File: src/hw/nvac_pkg.sv
package nvac_pkg;

    // ************************************************************
    // Register locations
    // ************************************************************
    localparam logic [7:0] ADDR_NV_ADDRESS = 8'h1E;
    localparam logic [7:0] ADDR_NV_DATA    = 8'h1F;
    localparam logic [7:0] ADDR_NV_CONTROL = 8'h40;
    localparam logic       BANK_CONTROL    = 1'h1;

    // ************************************************************
    // Field layout and sizes
    // ************************************************************
    localparam int DEPTH     = 64;
    localparam int AW        = 6;
    localparam int BIT_RD    = 0;
    localparam int BIT_READ_ENABLE_BIT  = 1;
    localparam int BIT_WR    = 2;
    localparam int BIT_WRITE_ENABLE_BIT  = 3;
    localparam logic [7:0] RESET_BYTE = 8'h00;

    // ************************************************************
    // Timing in system cycles
    // ************************************************************
    localparam int RD_CYCLES = 2;
    localparam int WR_CYCLES = 40;
    localparam int CW        = 8;

    typedef enum logic [1:0] {
        NVAC_IDLE,
        NVAC_READ,
        NVAC_WRITE
    } nvac_state_t;

    // Register access from the core
    typedef struct packed {
        logic       wr;
        logic       rd;
        logic       bank;
        logic [7:0] addr;
        logic [7:0] wdata;
    } nvac_req_t;

endpackage

File: src/hw/nvac_ctrl.sv
`timescale 1ns/1ps
module nvac_ctrl #(
    parameter int RD_LAT = nvac_pkg::RD_CYCLES,
    parameter int WR_LAT = nvac_pkg::WR_CYCLES
) (
    input  wire logic               sys_clk_i,
    input  wire logic               rst_n_i,
    input  wire nvac_pkg::nvac_req_t req_i,
    input  wire logic               flag_clr_i,
    output logic [7:0]              rdata_o,
    output logic                    write_complete_flag_o,
    output logic                    busy_o
);

    // ************************************************************
    // State
    // ************************************************************
    logic [7:0]            mem [nvac_pkg::DEPTH];
    logic [nvac_pkg::AW-1:0] nv_address, next_nv_address;
    logic [7:0]            nv_data, next_nv_data;
    logic [3:0]            nv_control, next_nv_control;
    logic                  flag, next_flag;
    logic [nvac_pkg::CW-1:0] cnt, next_cnt;
    nvac_pkg::nvac_state_t state, next_state;
    logic                  hit_a, hit_d, hit_c, mem_we;
    logic [7:0]            cwr;
    logic [7:0]            next_rdata;

    // Register decode
    always_comb begin
        hit_a = req_i.addr == nvac_pkg::ADDR_NV_ADDRESS;
        hit_d = req_i.addr == nvac_pkg::ADDR_NV_DATA;
        hit_c = req_i.addr == nvac_pkg::ADDR_NV_CONTROL &&
                req_i.bank == nvac_pkg::BANK_CONTROL;
        cwr   = req_i.wdata;
    end

    // Next state of registers and sequencer
    always_comb begin
        next_nv_address = nv_address;
        next_nv_data    = nv_data;
        next_nv_control = nv_control;
        next_flag       = flag;
        next_cnt        = cnt;
        next_state      = state;
        mem_we          = 1'b0;
        if (req_i.wr && hit_a) begin
            next_nv_address = cwr[nvac_pkg::AW-1:0];
        end
        if (req_i.wr && hit_d) begin
            next_nv_data = cwr;
        end
        if (flag_clr_i) begin
            next_flag = 1'b0;
        end
        case (state)
            nvac_pkg::NVAC_IDLE: begin
                if (req_i.wr && hit_c) begin
                    next_nv_control[nvac_pkg::BIT_WRITE_ENABLE_BIT] =
                        cwr[nvac_pkg::BIT_WRITE_ENABLE_BIT];
                    next_nv_control[nvac_pkg::BIT_READ_ENABLE_BIT] =
                        cwr[nvac_pkg::BIT_READ_ENABLE_BIT];
                    // Start bits need enable already set
                    next_nv_control[nvac_pkg::BIT_RD] =
                        cwr[nvac_pkg::BIT_RD] &&
                        nv_control[nvac_pkg::BIT_READ_ENABLE_BIT];
                    next_nv_control[nvac_pkg::BIT_WR] =
                        cwr[nvac_pkg::BIT_WR] &&
                        nv_control[nvac_pkg::BIT_WRITE_ENABLE_BIT];
                    if (next_nv_control[nvac_pkg::BIT_WR]) begin
                        next_state = nvac_pkg::NVAC_WRITE;
                        next_cnt   = nvac_pkg::CW'(WR_LAT - 1);
                    end else if (next_nv_control[nvac_pkg::BIT_RD]) begin
                        next_state = nvac_pkg::NVAC_READ;
                        next_cnt   = nvac_pkg::CW'(RD_LAT - 1);
                    end
                end
            end
            nvac_pkg::NVAC_READ: begin
                if (cnt == '0) begin
                    next_nv_data = mem[nv_address];
                    next_nv_control[nvac_pkg::BIT_RD] = 1'b0;
                    next_state = nvac_pkg::NVAC_IDLE;
                end else begin
                    next_cnt = cnt - 1'b1;
                end
            end
            nvac_pkg::NVAC_WRITE: begin
                // Internal timer paces the write
                if (cnt == '0) begin
                    mem_we = 1'b1;
                    next_nv_control[nvac_pkg::BIT_WR] = 1'b0;
                    next_flag  = 1'b1;   // Set wins over clear
                    next_state = nvac_pkg::NVAC_IDLE;
                end else begin
                    next_cnt = cnt - 1'b1;
                end
            end
            default: begin
                next_state = nvac_pkg::NVAC_IDLE;
            end
        endcase
    end

    // Register update
    always_ff @(posedge sys_clk_i or negedge rst_n_i) begin
        if (!rst_n_i) begin
            nv_address <= '0;
            nv_data    <= nvac_pkg::RESET_BYTE;
            nv_control <= '0;
            flag       <= 1'b0;
            cnt        <= '0;
            state      <= nvac_pkg::NVAC_IDLE;
        end else begin
            nv_address <= next_nv_address;
            nv_data    <= next_nv_data;
            nv_control <= next_nv_control;
            flag       <= next_flag;
            cnt        <= next_cnt;
            state      <= next_state;
        end
    end

    // Store array, no reset
    always_ff @(posedge sys_clk_i) begin
        if (mem_we) begin
            mem[nv_address] <= nv_data;
        end
    end

    // Read data select, unmapped reads as zero
    always_comb begin
        next_rdata = '0;
        if (hit_a) begin
            next_rdata = {2'h0, nv_address};
        end else if (hit_d) begin
            next_rdata = nv_data;
        end else if (hit_c) begin
            next_rdata = {4'h0, nv_control};
        end
    end

    // Read data register
    always_ff @(posedge sys_clk_i or negedge rst_n_i) begin
        if (!rst_n_i) begin
            rdata_o <= '0;
        end else begin
            rdata_o <= next_rdata;
        end
    end

    assign write_complete_flag_o = flag;
    assign busy_o = state != nvac_pkg::NVAC_IDLE;

    // ************************************************************
    // Checks
    // ************************************************************
    a_rd_needs_en: assert property (@(posedge sys_clk_i)
        disable iff (!rst_n_i)
        $rose(nv_control[nvac_pkg::BIT_RD]) |->
        $past(nv_control[nvac_pkg::BIT_READ_ENABLE_BIT]))
        else $error("read started without enable");
    a_wr_needs_en: assert property (@(posedge sys_clk_i)
        disable iff (!rst_n_i)
        $rose(nv_control[nvac_pkg::BIT_WR]) |->
        $past(nv_control[nvac_pkg::BIT_WRITE_ENABLE_BIT]))
        else $error("write started without enable");
    a_rd_clears: assert property (@(posedge sys_clk_i)
        disable iff (!rst_n_i)
        $rose(nv_control[nvac_pkg::BIT_RD]) |->
        ##[1:300] !nv_control[nvac_pkg::BIT_RD])
        else $error("read bit never cleared");
    a_wr_flag: assert property (@(posedge sys_clk_i)
        disable iff (!rst_n_i)
        $fell(nv_control[nvac_pkg::BIT_WR]) |-> flag)
        else $error("write end without flag");
    a_wr_clears: assert property (@(posedge sys_clk_i)
        disable iff (!rst_n_i)
        $rose(nv_control[nvac_pkg::BIT_WR]) |->
        ##[1:300] !nv_control[nvac_pkg::BIT_WR])
        else $error("write bit never cleared");
    a_addr_top: assert property (@(posedge sys_clk_i)
        disable iff (!rst_n_i)
        hit_a |=> rdata_o[7:6] == 2'h0)
        else $error("address top bits set");
    a_data_hold: assert property (@(posedge sys_clk_i)
        disable iff (!rst_n_i)
        (state == nvac_pkg::NVAC_IDLE && !(req_i.wr && hit_d)) |=>
        nv_data == $past(nv_data))
        else $error("data changed while idle");
    a_ctrl_bank: assert property (@(posedge sys_clk_i)
        disable iff (!rst_n_i)
        (req_i.wr && req_i.addr == nvac_pkg::ADDR_NV_CONTROL &&
         !req_i.bank && state == nvac_pkg::NVAC_IDLE) |=>
        nv_control == $past(nv_control))
        else $error("control written from bank 0");

    // ************************************************************
    // Cycle timing checks
    // ************************************************************
    // Counter loads on start
    a_rd_load: assert property (@(posedge sys_clk_i)
        disable iff (!rst_n_i)
        $rose(nv_control[nvac_pkg::BIT_RD]) |->
        (state == nvac_pkg::NVAC_READ && cnt == RD_LAT - 1))
        else $error("read cycle not loaded");
    a_wr_load: assert property (@(posedge sys_clk_i)
        disable iff (!rst_n_i)
        $rose(nv_control[nvac_pkg::BIT_WR]) |->
        (state == nvac_pkg::NVAC_WRITE && cnt == WR_LAT - 1))
        else $error("write cycle not loaded");
    // Timer steps down by one while busy
    a_cnt_down: assert property (@(posedge sys_clk_i)
        disable iff (!rst_n_i)
        (state != nvac_pkg::NVAC_IDLE && cnt != '0) |=>
        cnt == $past(cnt) - 1'b1)
        else $error("timer did not step");

    // ************************************************************
    // Store transfer checks
    // ************************************************************
    a_wr_lands: assert property (@(posedge sys_clk_i)
        disable iff (!rst_n_i)
        (state == nvac_pkg::NVAC_WRITE && cnt == '0) |=>
        mem[$past(nv_address)] == $past(nv_data))
        else $error("write byte not stored");
    a_rd_fetch: assert property (@(posedge sys_clk_i)
        disable iff (!rst_n_i)
        (state == nvac_pkg::NVAC_READ && cnt == '0) |=>
        nv_data == $past(mem[nv_address]))
        else $error("read byte not fetched");
    // Enables frozen while a cycle runs
    a_busy_refuse: assert property (@(posedge sys_clk_i)
        disable iff (!rst_n_i)
        (state != nvac_pkg::NVAC_IDLE && req_i.wr && hit_c) |=>
        (nv_control[nvac_pkg::BIT_WRITE_ENABLE_BIT] ==
         $past(nv_control[nvac_pkg::BIT_WRITE_ENABLE_BIT]) &&
         nv_control[nvac_pkg::BIT_READ_ENABLE_BIT] ==
         $past(nv_control[nvac_pkg::BIT_READ_ENABLE_BIT])))
        else $error("control taken while busy");

    // ************************************************************
    // Flag and register checks
    // ************************************************************
    a_flag_sticky: assert property (@(posedge sys_clk_i)
        disable iff (!rst_n_i)
        (flag && !flag_clr_i) |=> flag)
        else $error("flag dropped by itself");
    a_flag_clear: assert property (@(posedge sys_clk_i)
        disable iff (!rst_n_i)
        (flag_clr_i &&
         !(state == nvac_pkg::NVAC_WRITE && cnt == '0)) |=> !flag)
        else $error("flag not cleared");
    a_flag_source: assert property (@(posedge sys_clk_i)
        disable iff (!rst_n_i)
        $rose(flag) |-> $fell(nv_control[nvac_pkg::BIT_WR]))
        else $error("flag set without write end");
    a_addr_write: assert property (@(posedge sys_clk_i)
        disable iff (!rst_n_i)
        (req_i.wr && hit_a) |=>
        nv_address == $past(req_i.wdata[nvac_pkg::AW-1:0]))
        else $error("address write lost");
    a_data_write: assert property (@(posedge sys_clk_i)
        disable iff (!rst_n_i)
        (req_i.wr && hit_d && state == nvac_pkg::NVAC_IDLE) |=>
        nv_data == $past(req_i.wdata))
        else $error("data write lost");
    a_unmapped_zero: assert property (@(posedge sys_clk_i)
        disable iff (!rst_n_i)
        (!hit_a && !hit_d && !hit_c) |=> rdata_o == 8'h00)
        else $error("unmapped read not zero");
    a_ctrl_readback: assert property (@(posedge sys_clk_i)
        disable iff (!rst_n_i)
        hit_c |=> rdata_o == {4'h0, $past(nv_control)})
        else $error("control readback wrong");
    a_data_readback: assert property (@(posedge sys_clk_i)
        disable iff (!rst_n_i)
        hit_d |=> rdata_o == $past(nv_data))
        else $error("data readback wrong");

endmodule // nvac_ctrl

File: config.mk
export PLATFORM = sky130hd
export DESIGN_NAME = nvac_ctrl
export DESIGN_NICKNAME = d
export VERILOG_FILES = /design/src/hw/nvac_pkg.sv /design/src/hw/nvac_ctrl.sv
export SDC_FILE = /design/constraint.sdc
export NUM_CORES = 1
export LEC_CHECK = 0
export BUFFER_PORTS_ARGS = -buffer_cell sky130_fd_sc_hd__buf_2
export CAP_MARGIN = 10
export CORE_ASPECT_RATIO = 1.2
export CORE_UTILIZATION = 65
export CTS_BUF_LIST = sky130_fd_sc_hd__clkbuf_8
export DETAILED_ROUTE_END_ITERATION = 8
export GPL_ROUTABILITY_DRIVEN = 0
export GPL_TIMING_DRIVEN = 0
export PLACE_DENSITY = 0.88
export REMOVE_ABC_BUFFERS = 1
export SLEW_MARGIN = 20
export SYNTH_ARGS = -nofsm -noshare
export SYNTH_HDL_FRONTEND = slang
export SYNTH_SLANG_ARGS = --single-unit
export TNS_END_PERCENT = 1
File: constraint.sdc
create_clock -name sys_clk_i -period 3.6 [get_ports sys_clk_i]
set_input_delay 0.72 -clock sys_clk_i [delete_from_list [all_inputs] [get_ports sys_clk_i]]
set_output_delay 0.72 -clock sys_clk_i [all_outputs]
set_load 0.1 [all_outputs]
Yosys cells after proc, flatten, opt, wreduce, memory -nomap -nowiden
Memory sizes are Yosys's and may differ from the RTL's.
Cells that the tools add are included.
Storage, ports and cells
  logic and storage cells: 67
  memories: 1
  input bits: 22
  bits in registers: 37
  bits in writable memories: 512
  output and inout port bits: 10
Memory list
  mem: depth 64, bits a word 8, rd ports 1, clocked after Yosys merged registers in 0, wr ports 1, RTL line nvac_ctrl.sv:18  | logic [7:0] mem [nvac_pkg::DEPTH];
Operators by class
  multiplexer cells: 27
  add/subtract/negate cells: 1
  equal/unequal tests: 11
  reductions and logical operators: 18
Operators by type and width (count)
  $mux 8: 9
  $eq 8x5->1 const B: 2
  $pmux 8 s2: 1
  $reduce_and 3->1: 3
  $eq 8x7->1 const B: 1
  $logic_not 8->1: 1
  $mux 1: 8
  $mux 2: 4
  $ne 2x2->1 const B: 4
  $reduce_bool 2->1: 4
  $sub 8x1->8 const B: 1
  $logic_and 1x1->1: 6
  $mux 4: 1
  $pmux 1 s2: 2
  $pmux 2 s2: 1
  $reduce_and 4->1: 1
  $mux 3: 1
  $ne 3x3->1 const B: 1
  $eq 2x1->1 const B: 1
  $eq 2x2->1 const B: 1
  $logic_not 2->1: 1
  $ne 2x1->1 const B: 1
  $reduce_and 2->1: 1
  $reduce_or 2->1: 1

Longest topological paths before layout
  word-level depth: 5
  mapped depth: 10
  gate-level depth less buffers: 8

Worst setup path before layout
No wires, ideal clock.
  path type: reg-to-reg
  start point: reg state[0]
  end point: reg cnt[2] (netlist bit)
  library setup time: 0.126 ns
  arrival time: 2.434 ns
  clock period less this slack: 2.559 ns
  buffers on the path: 0
  slack: 1.041 ns
  required time: 3.474 ns
  cell stages (with the launch flop): 8
  cells stage by stage: dfrtp_1 -> inv_1 -> ha_1 -> clkinv_1 -> a31o_2 -> nand2_1 -> o21ai_0 -> a221o_1
On the way
  word-level cells in the longest chain between the ends: 4
  elaborated cells on any way between the ends: 10
  classes of those cells: 5 x eq/ne; 1 x mux; 4 x reduce/logical
RTL lines
  start: declaration: RTL line nvac_ctrl.sv:24  | nvac_pkg::nvac_state_t state, next_state;
  start signal: assignment: RTL line nvac_ctrl.sv:113  | state <= nvac_pkg::NVAC_IDLE;
  start signal: assignment: RTL line nvac_ctrl.sv:120  | state <= next_state;
  $eq 2x2->1 or $eq 2x1->1 (tied branches): RTL line nvac_ctrl.sv:56  | case (state)
  $reduce_or 2->1 (no line)
  $ne 2x2->1 (no line) or $reduce_bool 2->1 (tied branches)
  $reduce_and 4->1 (no line)
  end signal: assignment: RTL line nvac_ctrl.sv:119  | cnt <= next_cnt;
  end: declaration: RTL line nvac_ctrl.sv:23  | logic [nvac_pkg::CW-1:0] cnt, next_cnt;
Parallel ways exist; a longest one is shown, timed or not.
A chain may end at the register's enable or synchronous reset.

Worst setup path after layout
  start point: reg nv_address[2] (netlist bit)
  end point: mem mem[21][6], enable pin
RTL lines
  start: declaration: RTL line nvac_ctrl.sv:19  | logic [nvac_pkg::AW-1:0] nv_address, next_nv_address;
  start signal: assignment: RTL line nvac_ctrl.sv:115  | nv_address <= next_nv_address;
  end: declaration: RTL line nvac_ctrl.sv:18
Straight into the memory's write port.

==> summary.txt <==
CTS
  • Htree depth: 3
  • Worst skew pair latency: 0.66 ns
  • Root buffer cell: clkbuf_8
  • Clock sinks: 549
  • Clock transition at path regs: ~0.07 ns
  • CTS max path bufs: 3
  • CTS Buf Count: a little under 80
  • CTS tree: built

Timing
  • Hold Violations, Final: 0
  • Max Slew Vio Count: 0
  • Period utilization: 106.6%
  • Finish-stage setup viols: between 200 and 300
  • Crit path time final: about 3.8 ns
  • Setup WS post-layout: -0.2390 ns
  • RSZ-0062 raised after global routing: yes
  • Rel. slew slack: ~14%
  • Layout Skew: ~0.05 ns
  • Setup_tns: -24.92 ns
  • Final Hold Slack: 0.1869 ns
  • Fmax: about 260 MHz
  • Worst-Margin Slew: between 1 and 1.5 ns

Worst setup path
  • Critical path class: flip-flop to flip-flop
  • CP Capture Type: flip-flop
  • Worst reg-to-reg setup slack: -0.24 ns
  • Worst EP required: 3.87 ns
  • Startpoint class of the critical path: flip-flop
  • WP data arrival: around 4.1 ns
  • Register-to-Register Path Depth: 4
  • CP Max Fanout: 56

Pwr
  • Peak supply drop: between 0.4 and 0.5 mV
  • Sw power: between 4 and 5 mW
  • Comb pwr share: around 14%
  • Pwr/cell area: around 640 nW/um2
  • Int Pwr: 11.02 mW
  • Clk pwr share: 31.6%
  • Leak: between 8 and 9 nW
  • Final Power: ~15 mW
  • Sequential Power Share: around 55%
  • Sw Ratio: between 20% and 30%

Yosys
  • Post-synth top area share: between 70% and 80%
  • Netlist Area Pre-Place: about 22000 um2
  • Syn Inst Count: about 1300
  • Post-synth EDFFs: 512
  • Post-synthesis area per instance: ~17 um2
  • Sequential area share after synthesis: between 70% and 80%
  • Top post-synthesis cells by area: edfxtp_1, mux4_2, dfrtp_1
  • Syn. warnings: 0
  • Netlist cell types: 61
  • Yosys reg bits: between 500 and 600
  • Synth async-reset ratio: a little under 7%
  • Leading area contributor after synthesis: edfxtp_1
  • Main flop type after synthesis: edfxtp_1

Layout
  • # diodes: 0
  • Share of cells above drive strength 1: between 20% and 30%
  • Fin area: ~24000 um2
  • Post-layout nets: ~1400
  • Fillers: roughly 1800
  • Fin cells: between 1500 and 2000
  • Area Overhead vs Synth: 10.88%
  • Final core utilization: between 70% and 80%

Floorplan
  • Rows: 73
  • Initial cell density of the core: roughly two thirds
  • Die width: between 150 and 200 um
  • # IOs: 32
  • Die height: ~200 um
  • Die footprint: about 34000 um2
  • Core box area: 33060 um2

Outcome
  • Outcome: finished with violations
  • Failing checks: negative setup slack

GRT
  • First-pass GRT wire length: approximately 86000 um
  • Grt ovf: 0
  • GR Util All Layers: between 30% and 40%
  • Antenna violations before repair: 1
  • Largest net degree at the start of global routing: 57
  • Number of global-route vias before repair: between 10000 and 15000

Placed design
  • Setup Slack @ Placement: -0.2203 ns
  • Detailed Place HPWL: approximately 33000 um
  • Count of input and output buffers: 30
  • DP Cell Count: between 1500 and 2000
  • Placed Area: around 23000 um2

Detailed routing
  • Vias: 13498
  • Antenna-violating nets left: 0
  • Vias per std cell: ~7.3
  • Initial DRT Pass Iterations: 7
  • Initial DRC Count: 2852
  • DRC: 0
  • Post-Route WL: between 50000 and 60000 um
  • Avg WL per Cell: between 30 and 40 um

Hold path
  • Min-Delay Path Class: input port to asynchronous set/reset pin

Run
  • MaxCap Viol Count: 0
==> area by class of cell <==
class | count | area, um2 | area share [%]
clock inverters | 64 | 400.4 | 1.656
multi-input cells | 637 | 5169 | 21.38
well taps | 450 | 563.0 | 2.328
flip-flops and latches | 549 | 16320 | 67.50
inverters | 11 | 42.54 | 0.1759
clock buffers | 82 | 1129 | 4.667
repair buffers | 50 | 555.5 | 2.297
==> cells in the mapped netlist (4+ instances only) <==
cell type,n
mux2i_1,38
buf_2,30
ha_1,5
clkbuf_1,33
buf_1,6
nand2_1,56
nor4_1,6
nand4_1,4
and2_1,8
nor3_1,9
dfrtp_1,37
nor2_1,102
xor2_1,4
nand3_1,24
and3_1,6
a22o_1,17
edfxtp_1,512
nand2b_1,4
buf_4,7
a221oi_1,50
a222oi_1,7
o22ai_1,21
a21oi_1,26
a31oi_1,10
a221o_1,18
o211ai_1,4
a211o_1,4
nor2b_1,7
a22oi_1,32
o21ai_0,30
buf_6,4
inv_1,8
mux2_2,49
mux4_2,44
o2bb2ai_1,6
==> timing repair <==
action / 4_1_cts / 5_1_grt
setup endpoints to repair: 140 / 271
hold buffers: 0 / 0
endpoints found under the hold margin: 0 / 0
pin swaps: 0 / 0
resized for setup: 12 / 11
setup buffers: 0 / 0
==> worst paths after layout <==
path / startpoint / end
max: nv_address[2]$_DFFE_PN0P_ / mem[21][6]$_DFFE_PP_
min: rst_n_i / nv_address[0]$_DFFE_PN0P_
max reg2reg: nv_address[2]$_DFFE_PN0P_ / mem[21][6]$_DFFE_PP_
min reg2reg: nv_control[2]$_DFFE_PN0P_ / rdata_o[2]$_DFF_PN0_
max in group asynchronous: rst_n_i / nv_address[1]$_DFFE_PN0P_
min in group sys_clk_i: flag_clr_i / write_complete_flag_o$_DFF_PN0_
==> metal layers <==
metal / GRT usage [%] / vias to the layer above / routed length (um)
met4: 23.10 / 2 / 4345
met5: 1.449 / - / 65
met1: 42.56 / 6487 / 18430
li1: - / 5287 / -
met3: 12.75 / 328 / 8643
met2: 53.64 / 1394 / 27240
==> cells in the final DEF, fill, tap and decap left out, types with 5 or more instances in the layout <==
cell	count
a21oi_1	26
a221o_1	18
a221oi_1	50
a222oi_1	7
a22o_1	17
a22oi_1	32
a31oi_1	10
and2_1	6
and3_1	6
buf_12	10
buf_16	5
buf_2	30
clkbuf_8	82
clkinv_1	22
clkinv_2	20
clkinvlp_4	7
dfrtp_1	26
dfrtp_2	8
edfxtp_1	512
ha_1	5
inv_1	20
mux2_2	49
mux2i_1	38
mux4_2	44
nand2_1	55
nand3_1	23
nor2_1	79
nor2_2	22
nor3_1	9
nor4_1	6
o21ai_0	30
o22ai_1	21
o2bb2ai_1	6
==> critical path: stages (launching register included) <==
cell and delay [ns]:
dfrtp_4 0.77, buf_16 0.34, nor2b_2 0.61, nand3_1 0.71
nor2_1 0.97
==> power groups by stage <==
stage / clock network, mW / logic, mW / registers, mW
after CTS: 4.83 / 1.96 / 8.43
after detailed placement: 0 / 1.92 / 8.57
after floorplan: 0 / 0.825 / 8.62
after global routing: 5.11 / 2.14 / 8.47
after global placement: 0 / 1.15 / 9.08
final: 4.86 / 2.07 / 8.46
==> registers in the layout, summed over array words and instances, names as in the netlist <==
signal	cells
nv_control	4
nv_data	8
rdata_o	8
write_complete_flag_o	1
nv_address	6
cnt	8
state	2
mem	512
==> cell families (layout without fill, tap and decap cells) <==
group,after synthesis,in the layout,share of synthesized area (%)
fa+ha+maj,5,5,0.2869
flops,549,549,74.75
xor+xnor,4,4,0.1606
buf+inv,91,207,1.997
compound gates,251,251,8.698
simple gates,246,246,5.290
mux,131,131,8.819
No activity file was read; power rests on OpenSTA's default activity.
